## src/pkg/sxteu_pkg.sv

```systemverilog
/*
  Constants for the nibble-swap / exclusive-OR / direction-load execution unit.
  Assumes a 14-bit instruction word and a 7-bit file register space.
*/
// How it works
// - Nibble swap of file register, destination selectable.
// - Literal XOR into working register, zero flag.
// - Register XOR, destination bit picks target.
// - Direction load copies working register, no flags.
// - Four phases: decode, read, process, write.
package sxteu_pkg;
  // ************************************************************
  // Opcode fields
  // ************************************************************
  localparam int          OP_W        = 14;
  localparam int          DATA_W      = 8;
  localparam int          FADDR_W     = 7;
  localparam int          DEST_BIT    = 7;
  localparam int          DIR_SEL_W   = 3;
  localparam logic [5:0]  SWAP_HI     = 6'h0E;
  localparam logic [5:0]  REGXOR_HI   = 6'h06;
  localparam logic [5:0]  LITXOR_HI   = 6'h3A;
  localparam logic [10:0] DIRLD_HI    = 11'h00C;
  localparam logic [2:0]  DIR_SEL_MIN = 3'h5;
  localparam logic [2:0]  DIR_SEL_MAX = 3'h7;
  localparam logic [7:0]  W_RESET     = 8'h00;
  localparam logic [7:0]  DIR_RESET   = 8'hFF;
  localparam int          DIR_NUM     = 3;

  typedef enum logic [2:0] {SXT_NONE, SXT_SWAP, SXT_XORL, SXT_XORF, SXT_DIRLD} sxteu_op_t;
  typedef enum {SXT_Q1, SXT_Q2, SXT_Q3, SXT_Q4} sxteu_phase_t;
endpackage : sxteu_pkg

```

## src/rtl/sxteu_decode.sv

```systemverilog
/*
  Opcode classifier for the execution unit.
  Assumes the opcode is stable for the whole instruction cycle.
*/
`timescale 1ns/10ps
module sxteu_decode
  import sxteu_pkg::*;
(
  input  wire logic [OP_W-1:0] opcode,
  output sxteu_op_t             op_kind
);
  always_comb begin
    op_kind = SXT_NONE;
    if (opcode[13:8] == SWAP_HI) begin
      op_kind = SXT_SWAP;
    end else if (opcode[13:8] == LITXOR_HI) begin
      op_kind = SXT_XORL;
    end else if (opcode[13:8] == REGXOR_HI) begin
      op_kind = SXT_XORF;
    end else if (opcode[13:3] == DIRLD_HI && opcode[2:0] >= DIR_SEL_MIN) begin
      op_kind = SXT_DIRLD;
    end
  end
endmodule : sxteu_decode

```

## src/rtl/sxteu_exec.sv

```systemverilog
/*
  Execution unit for nibble swap, exclusive OR and legacy direction load.
  Assumes the core presents the opcode at the start of each four-clock
  instruction cycle (instr_start) and answers file reads combinationally.
*/
`timescale 1ns/10ps
module sxteu_exec
  import sxteu_pkg::*;
(
  input  wire logic                clk_sys,
  input  wire logic                rst_n,
  input  wire logic                instr_start,
  input  wire logic [OP_W-1:0]     opcode,
  output logic      [FADDR_W-1:0]  file_addr,
  input  wire logic [DATA_W-1:0]   file_rdata,
  output logic                     file_we,
  output logic      [DATA_W-1:0]   file_wdata,
  input  wire logic                dir_file_we,
  input  wire logic [1:0]          dir_file_sel,
  input  wire logic [DATA_W-1:0]   dir_file_wdata,
  output logic      [DATA_W-1:0]   dir_file_rdata,
  output logic      [DATA_W-1:0]   dir_port_a,
  output logic      [DATA_W-1:0]   dir_port_b,
  output logic      [DATA_W-1:0]   dir_port_c,
  output logic      [DATA_W-1:0]   w_reg,
  output logic                     zero_flag,
  output logic                     zero_we,
  output logic                     instr_done
);
  // ************************************************************
  // State
  // ************************************************************
  sxteu_phase_t             phase_q;
  sxteu_op_t                op_q, op_kind;
  logic [OP_W-1:0]          opc_q;
  logic [DATA_W-1:0]        opnd_q, res_q, w_q;
  logic [DATA_W-1:0]        dir_q [DIR_NUM];
  logic                     busy_q, zero_q, zwe_q, fwe_q, done_q;
  logic [DATA_W-1:0]        fwd_q;

  function automatic logic [DATA_W-1:0] nib_swap(input logic [DATA_W-1:0] v);
    return {v[3:0], v[7:4]};
  endfunction : nib_swap

  sxteu_decode u_dec (
    .opcode  (opcode),
    .op_kind (op_kind)
  );

  // ************************************************************
  // Phase sequencer
  // ************************************************************
  always_ff @(posedge clk_sys) begin
    if (!rst_n) begin
      phase_q <= SXT_Q1;
      busy_q  <= 1'b0;
      op_q    <= SXT_NONE;
      opc_q   <= 14'h0000;
    end else begin
      case (phase_q)
        SXT_Q1: begin
          if (instr_start) begin
            op_q    <= op_kind;                           // decode
            opc_q   <= opcode;
            busy_q  <= 1'b1;
            phase_q <= SXT_Q2;
          end
        end
        SXT_Q2:  phase_q <= SXT_Q3;
        SXT_Q3:  phase_q <= SXT_Q4;
        SXT_Q4: begin
          phase_q <= SXT_Q1;
          busy_q  <= 1'b0;
        end
        default: phase_q <= SXT_Q1;
      endcase
    end
  end

  // ************************************************************
  // Read and process
  // ************************************************************
  assign file_addr = opc_q[FADDR_W-1:0];

  always_ff @(posedge clk_sys) begin
    if (!rst_n) begin
      opnd_q <= 8'h00;
    end else if (busy_q && phase_q == SXT_Q2) begin
      opnd_q <= file_rdata;                               // read
    end
  end

  always_ff @(posedge clk_sys) begin
    if (!rst_n) begin
      res_q <= 8'h00;
    end else if (busy_q && phase_q == SXT_Q3) begin
      case (op_q)                                         // process
        SXT_SWAP:  res_q <= nib_swap(opnd_q);
        SXT_XORL:  res_q <= w_q ^ opc_q[DATA_W-1:0];
        SXT_XORF:  res_q <= w_q ^ opnd_q;
        SXT_DIRLD: res_q <= w_q;
        default:   res_q <= w_q;
      endcase
    end
  end

  // ************************************************************
  // Write back
  // ************************************************************
  // Destination bit only matters for file-register forms
  always_ff @(posedge clk_sys) begin
    if (!rst_n) begin
      w_q <= W_RESET;
    end else if (busy_q && phase_q == SXT_Q4) begin
      if (op_q == SXT_XORL) begin
        w_q <= res_q;
      end else if ((op_q == SXT_SWAP || op_q == SXT_XORF) && !opc_q[DEST_BIT]) begin
        w_q <= res_q;
      end
    end
  end

  always_ff @(posedge clk_sys) begin
    if (!rst_n) begin
      fwe_q <= 1'b0;
      fwd_q <= 8'h00;
    end else begin
      fwe_q <= busy_q && phase_q == SXT_Q4 && opc_q[DEST_BIT]
               && (op_q == SXT_SWAP || op_q == SXT_XORF);
      fwd_q <= res_q;
    end
  end

  // Zero flag only for XOR; carry and digit carry are never touched here
  always_ff @(posedge clk_sys) begin
    if (!rst_n) begin
      zero_q <= 1'b0;
      zwe_q  <= 1'b0;
    end else begin
      zwe_q <= busy_q && phase_q == SXT_Q4 && (op_q == SXT_XORL || op_q == SXT_XORF);
      if (busy_q && phase_q == SXT_Q4 && (op_q == SXT_XORL || op_q == SXT_XORF)) begin
        zero_q <= (res_q == 8'h00);
      end
    end
  end

  always_ff @(posedge clk_sys) begin
    if (!rst_n) begin
      done_q <= 1'b0;
    end else begin
      done_q <= busy_q && phase_q == SXT_Q4;
    end
  end

  // ************************************************************
  // Direction registers
  // ************************************************************
  // A same-cycle file write loses to a direction load, which owns Q4
  always_ff @(posedge clk_sys) begin
    if (!rst_n) begin
      for (int i = 0; i < DIR_NUM; i++) begin
        dir_q[i] <= DIR_RESET;
      end
    end else if (busy_q && phase_q == SXT_Q4 && op_q == SXT_DIRLD) begin
      dir_q[2'(opc_q[DIR_SEL_W-1:0] - DIR_SEL_MIN)] <= res_q;
    end else if (dir_file_we && dir_file_sel < 2'(DIR_NUM)) begin
      dir_q[dir_file_sel] <= dir_file_wdata;
    end
  end

  always_ff @(posedge clk_sys) begin
    if (!rst_n) begin
      dir_file_rdata <= 8'h00;
    end else begin
      dir_file_rdata <= (dir_file_sel < 2'(DIR_NUM)) ? dir_q[dir_file_sel] : 8'h00;
    end
  end

  assign dir_port_a = dir_q[0];
  assign dir_port_b = dir_q[1];
  assign dir_port_c = dir_q[2];
  assign w_reg      = w_q;
  assign zero_flag  = zero_q;
  assign zero_we    = zwe_q;
  assign file_we    = fwe_q;
  assign file_wdata = fwd_q;
  assign instr_done = done_q;
endmodule : sxteu_exec

```

## config.mk

```make
export PLATFORM = sky130hd
export DESIGN_NAME = sxteu_exec
export DESIGN_NICKNAME = d
export VERILOG_FILES = /design/src/pkg/sxteu_pkg.sv /design/src/rtl/sxteu_decode.sv /design/src/rtl/sxteu_exec.sv
export SDC_FILE = /design/constraint.sdc
export NUM_CORES = 1
export LEC_CHECK = 0
export BUFFER_PORTS_ARGS = -buffer_cell sky130_fd_sc_hd__buf_4
export CAP_MARGIN = 5
export CELL_PAD_IN_SITES_DETAIL_PLACEMENT = 0
export CELL_PAD_IN_SITES_GLOBAL_PLACEMENT = 1
export CORE_ASPECT_RATIO = 0.8
export CORE_MARGIN = 1.5
export CORE_UTILIZATION = 36
export CTS_CLUSTER_DIAMETER = 100
export DETAILED_ROUTE_END_ITERATION = 12
export PLACE_DENSITY = 0.72
export SYNTH_ARGS = -nofsm -noshare
export SYNTH_HDL_FRONTEND = slang
export SYNTH_HIERARCHICAL = 1
export SYNTH_SLANG_ARGS = --single-unit
```

## constraint.sdc

```tcl
create_clock -name clk_sys -period 2.5 [get_ports clk_sys]
set_clock_uncertainty 0.15 [all_clocks]
set_input_delay 0.25 -clock clk_sys [delete_from_list [all_inputs] [get_ports clk_sys]]
set_output_delay 0.25 -clock clk_sys [all_outputs]
set_load 0.005 [all_outputs]
```

==> metrics.md, run 1 <==
| Metric | Value |
|---|---|
| Max-slew headroom | `0.561` |
| Final HPWL DP | `7950 um` |
| Clock Tree Root | `clkbuf_16` |
| Hold Crit Start | `opcode[4]` |
| Worst VDD drop | `263 uV` |
| Total core area | `10400 sq um` |
| Final worst-path cycle share | `0.885` |
| Clock slew at reported path FFs | `60 ps` |
| Post_cts resized | `0` |
| Adder-cell share of the synthesized area | `0.0129` |
| Initial core utilization | `0.375` |
| Chip Height | `95.9 um` |
| Met1 GRT Util | `0.273` |
| YS warnings | `6` |
| Met2 GRT Util | `0.306` |
| Synth Area in Compound Gates | `0.156` |
| Final nets | `540` |
| CP Class | `reg2reg` |
| Fmax | `0.452 GHz` |
| Vias | `3319` |
| Post-layout instance area | `4990 sq um` |
| Post-synth top area share | `0.299` |
| GRT Overall Usage | `0.198` |
| Drt pass-1 iters | `4` |
| Number of port buffers | `94` |
| Biggest register | `dir_q` |
| Fin crit period | `2210 ps` |
| Multiplexer share of the synthesized area | `0.0748` |
| Diodes inserted | `0` |
| Layout area overhead | `28.6%` |
| GRT overflow | `0` |
| Sw Share | `0.252` |
| Ranking of synthesized cells by area | `dfxtp_1, edfxtp_1, nand2_1, a21oi_1, mux2i_1` |
| WP data required | `2430 ps` |
| Post-CTS Setup Bufs | `0` |
| Cell Pwr Density | `669 nW/um^2` |
| I/O pin cnt | `95` |
| Vias in the first global route | `3099` |
| WHS Endpoint | `opc_q[4]` |
| Final setup fails | `0` |
| Combinational family with the most area after synthesis | `simple AND/OR/NAND/NOR gates` |
| DIE AREA | `11400 sq um` |
| Post-place instance area | `4670 sq um` |
| CTS Hold Buffers Added | `0` |
| Mean Syn Cell Area | `9.33 sq um` |
| Post-synth top flop | `dfxtp_1` |
| Post-synthesis sequential area ratio | `0.485` |
| Static leakage | `1.90 nW` |
| Syn Std Cell Area | `3880 sq um` |
| CP Launch Type | `register` |
| Synth Area in Simple Gates | `0.199` |
| Mapped Cells | `416` |
| Number of flops mapped to enable cells by yosys | `24` |
| 1st-iter DRT viols | `257` |
| M3 GR Usage | `0.0527` |
| Switching pwr | `842 uW` |
| Top Usage Layer GRT | `met2` |
| Fin. max-slew vios | `0` |
| CTS tree | `built` |
| Register-to-Register Path Depth | `5` |
| Mapped Nets | `456` |
| WHS Path Cells | `3` |
| Max reg flops | `24` |
| Total of max-cap violations | `0` |
| Chip width | `119 um` |
| RR Endpoint | `dir_q[0][3]` |
| Outcome | `complete, no violations` |
| Layout cells sized above 1 | `0.277` |
| Initial antenna violation count | `0` |
| Post-synth top area cell | `dfxtp_1` |
| DR DRC count | `0` |
| Gpl congestion | `0.846` |
| Worst Path Arrival | `2140 ps` |
| Post-DR wirelength/cell | `16.8 um` |
| Fillers | `985` |
| RSZ-0062 raised after global routing | `false` |
| Count of state elements after synthesis | `82` |
| Share of power burned in registers | `0.450` |
| Slew @ Worst Pin | `657 ps` |
| Number of CTS-inserted buffers | `9` |
| Fraction of registers with async set/reset | `0` |
| Setup TNS | `0 ps` |
| Vias per cell | `5.15` |
| CTS Buffer Depth | `2` |
| Fin. Hold Viols | `0` |
| Power share of the clock group | `0.423` |
| Crit. End Element | `register` |
| Worst-Skew Late Latency | `340 ps` |
| Internal power | `2.50 mW` |
| Routed wire length | `10900 um` |
| Routed Antenna Nets | `0` |
| Synth cell types | `54` |
| Reg2Reg Setup Slack | `290 ps` |
| Combinational share of power | `0.127` |
| CTS Sinks | `82` |
| First-pass GRT wire length | `16900 um` |
| Largest net degree at the start of global routing | `24` |
| H-Tree Depth | `3` |
| Xor and xnor fraction of the mapped netlist area | `0.00902` |
| Worst-path fanout max | `12` |
| Worst Hold Class | `in2reg` |
| # rows | `33` |
| Reg2Reg Launch Point | `phase_q[0]` |
power by group through the flow:
| stage | sequential, mW | combinational (mW) | clock, mW |
|---|---|---|---|
| final | 1.50 | 0.424 | 1.41 |
| after global routing | 1.51 | 0.473 | 1.51 |
| after CTS | 1.50 | 0.427 | 1.44 |
| after detailed placement | 1.53 | 0.426 | 0 |
| after global placement | 1.53 | 0.418 | 0 |
| after floorplan | 1.51 | 0.273 | 0 |
layer usage:
metal  share of wire  wire (um)
met3           0.057        614
met4           0.013        143
met5               0          0
met1            0.48       5190
met2            0.45       4920
Yosys cell counts, types with 2 or more instances:
cell type and number:
nand3b_1 3, a21oi_1 37, a32oi_1 7, o21ai_0 9, o221a_2 4, mux2i_2 8
nand2_1 74, buf_1 3, buf_2 4, a31oi_1 7, buf_4 7, edfxtp_1 24
and2_1 10, buf_6 2, inv_1 15, nor3_1 4, dfxtp_1 58, nor4b_1 2
a21o_1 2, nor2_1 34, o31ai_1 4, nor2b_1 8, nand4_1 3, nor4_1 3
clkbuf_1 16, xor2_1 4, ha_1 4, nand3_1 10, nand2b_1 5, o2111ai_1 4
mux2i_1 18
cells by family after synthesis:
family | count (synthesis)
and+or+nand+nor | 164
AOI/OAI and AO/OA | 87
DFF | 82
buffers and inverters | 49
muxes | 26
xor gates and xnor gates | 4
adders and majority gates | 4
final cells by class:
class / instances / area, sq um / area share
Inverter: 16 / 60.1 / 0.0120
Sequential cell: 82 / 1880 / 0.377
Timing Repair Buffer: 106 / 796 / 0.159
Tap cell: 140 / 175 / 0.0351
Clock inverter: 7 / 92.6 / 0.0185
Multi-Input combinational cell: 285 / 1760 / 0.353
Clock buffer: 9 / 225 / 0.0451
worst max path at each step:
stage                    start           to  cells after the start
finish              phase_q[0]  dir_q[0][3]                      5
global route        phase_q[1]  dir_q[0][3]                      5
CTS                 phase_q[1]  dir_q[0][3]                      5
detailed placement  phase_q[1]  dir_q[0][0]                      5
global placement    phase_q[0]  dir_q[0][6]                      5
floorplan           phase_q[0]  dir_q[1][0]                      6
critical path, cell delays in order (launching register included):
cell	delay [ps]
dfxtp_1	320
ha_1	260
and2_4	210
a221o_4	480
o31ai_4	390
nand2_1	120
cells in the final DEF (no fill, tap or decap), types with 4 or more instances in the layout:
cell type | netlist | routed
a32oi_1 | 7 | 7
o2111ai_1 | 4 | 4
nand2b_1 | 5 | 5
inv_1 | 15 | 15
nand3_1 | 10 | 10
nor3_1 | 4 | 4
nor2_1 | 34 | 34
mux2i_1 | 18 | 18
a31oi_1 | 7 | 7
buf_4 | 7 | 106
a21oi_1 | 37 | 37
nor2b_1 | 8 | 8
clkbuf_16 | 0 | 9
nand2_1 | 74 | 74
and2_1 | 10 | 10
dfxtp_1 | 58 | 58
o31ai_1 | 4 | 4
mux2i_2 | 8 | 8
ha_1 | 4 | 4
o21ai_0 | 9 | 9
xor2_1 | 4 | 4
o221a_2 | 4 | 4
edfxtp_1 | 24 | 24
metrics by stage:
stage | util | cells | hold WS (ps) | total power [mW] | setup slack [ps]
after global routing | 0.482 | 645 | 9.92 | 3.49 | 134
after detailed placement | 0.451 | 629 | 339 | 1.96 | 295
after floorplan | - | 416 | 236 | 1.78 | 82.8
after global placement | 0.451 | 629 | 339 | 1.95 | 344
final | 0.482 | 645 | 9.60 | 3.34 | 287
after CTS | 0.482 | 645 | 6.79 | 3.36 | 285
Note: power is estimated with default switching activity, not from simulation.
==> run 2: changes to the inputs <==
--- a/config.mk
+++ b/config.mk
@@ -5,7 +5,7 @@
 export SDC_FILE = /design/constraint.sdc
 export NUM_CORES = 1
 export LEC_CHECK = 0
-export BUFFER_PORTS_ARGS = -buffer_cell sky130_fd_sc_hd__buf_4
+export BUFFER_PORTS_ARGS = -buffer_cell sky130_fd_sc_hd__buf_2
 export CAP_MARGIN = 5
 export CELL_PAD_IN_SITES_DETAIL_PLACEMENT = 0
 export CELL_PAD_IN_SITES_GLOBAL_PLACEMENT = 1
==> metrics.md, run 2 (synthesis results as in run 1) <==
| Metric | Value |
|---|---|
| Chip Height | `95.9 um` |
| Switching pwr | `813 uW` |
| Final worst-path cycle share | `0.891` |
| H-Tree Depth | `3` |
| Clock slew at reported path FFs | `60 ps` |
| Gpl congestion | `0.855` |
| Setup TNS | `0 ps` |
| Chip width | `119 um` |
| Placed insts | `631` |
| Outcome | `complete, no violations` |
| Drt pass-1 iters | `4` |
| Vias per cell | `5.04` |
| Layout Cells excl Fill | `648` |
| RSZ-0062 raised after global routing | `false` |
| Worst VDD drop | `325 uV` |
| Post-DR wirelength/cell | `16.0 um` |
| Vias | `3266` |
| Final HPWL DP | `7710 um` |
| DIE AREA | `11400 sq um` |
| Max-slew headroom | `0.612` |
| CP Class | `reg2reg` |
| Power share of the clock group | `0.415` |
| Slew @ Worst Pin | `580 ps` |
| Fin. Hold Viols | `0` |
| Worst Path Arrival | `2150 ps` |
| Internal power | `2.42 mW` |
| 1st-iter DRT viols | `140` |
| Initial core utilization | `0.375` |
| Fin crit period | `2230 ps` |
| Diodes inserted | `0` |
| Static leakage | `1.84 nW` |
| First-pass GRT wire length | `16300 um` |
| Post-CTS Setup Bufs | `0` |
| Final setup fails | `0` |
| CTS Sinks | `82` |
| Sw Share | `0.251` |
| WP data required | `2420 ps` |
| Vias in the first global route | `3049` |
| Fillers | `1009` |
| DR DRC count | `0` |
| Worst Hold Class | `in2reg` |
| Share of power burned in registers | `0.464` |
| Register-to-Register Path Depth | `5` |
| Cell Pwr Density | `678 nW/um^2` |
| CTS Buffer Depth | `2` |
| Clock Tree Root | `clkbuf_16` |
| CTS tree | `built` |
| Final nets | `543` |
| # rows | `33` |
| CP Launch Type | `register` |
| WHS Path Cells | `3` |
| Crit. End Element | `register` |
| Max reg flops | `24` |
| Setup crit start | `phase_q[0]` |
| Layout cells sized above 1 | `0.280` |
| Largest net degree at the start of global routing | `41` |
| Combinational share of power | `0.122` |
| GRT overflow | `0` |
| Worst-Skew Late Latency | `340 ps` |
| Routed Antenna Nets | `0` |
| Most frequent cells in the layout | `buf_2, nand2_1, dfxtp_1` |
| Total core area | `10400 sq um` |
| Final core occ | `0.460` |
| Number of CTS-inserted buffers | `9` |
| GRT Overall Usage | `0.189` |
| Layout area overhead | `22.8%` |
| Reg2Reg Launch Point | `phase_q[0]` |
| Routed wire length | `10400 um` |
| Total of max-cap violations | `0` |
| Hold Crit Start | `opcode[4]` |
| Number of port buffers | `94` |
| I/O pin cnt | `95` |
| Worst-path fanout max | `12` |
| Initial antenna violation count | `0` |
| Biggest register | `dir_q` |
| Fin. max-slew vios | `0` |
| Final Power | `3.23 mW` |
| Fmax | `0.449 GHz` |
| Commonest non-fill, non-tap cell in the layout | `buf_2` |
run 2: cell types whose count changed in the layout (fill, tap and decap cells not counted):
cell           before  now
buf_4             106   14
inv_6               1    0
clkbuf_1            0    1
inv_4               0    1
clkinv_1            2    1
clkinvlp_4          2    1
bufinv_16           2    1
clkbuf_8            0    2
dlygate4sd3_1       0    1
buf_2               0   94
run 2: power by group through the flow:
stage,Sequential [mW],Combinational (mW),Clock (mW)
finish,1.50,0.393,1.34
global route,1.51,0.439,1.42
CTS,1.50,0.393,1.37
detailed placement,1.53,0.390,0
global placement,1.53,0.386,0
floorplan,1.51,0.273,0
run 2: final timing paths:
| check | slack (ps) | end |
|---|---|---|
| max | 270 | dir_q[0][3] |
| min | 7 | opc_q[4] |
| max reg2reg | 270 | dir_q[0][3] |
| min reg2reg | 340 | opc_q[3] |
run 2: repair_timing:
action                    in CTS  in global routing
hold endpoints to repair       1                  0
hold buffers                   1                  0
gates resized for setup        0                  0
run 2: final cells by class:
type	instances	area, sq um	share of cell area
multi-input cells	285	1760	0.369
well taps	140	175	0.0367
clock buffers	12	256	0.0538
clock inverters	4	48.8	0.0102
flip-flops and latches	82	1880	0.395
repair buffers	109	586	0.123
inverters	16	60.1	0.0126
run 2: per-layer routing:
layer  track usage  vias to the layer above  wire length [um]
li1              -                     1633                 -
met1         0.251                     1531              4940
met2         0.295                       91              4640
met3        0.0527                       11               710
met4        0.0693                        0                97
met5             0                        -                 0
run 2: worst max-delay path: stages (launching register included):
cell,delay (ps)
dfxtp_1,330
ha_1,270
and2_4,220
a221o_4,490
o31ai_4,390
nand2_1,120
run 2: per-stage QoR:
stage	hold slack, ps	setup WS [ps]	area [sq um]
after floorplan	236	82.8	3890
after global placement	335	340	4450
after detailed placement	339	282	4450
after CTS	0.0479	286	4770
after global routing	1.93	167	4770
final	6.83	272	4770
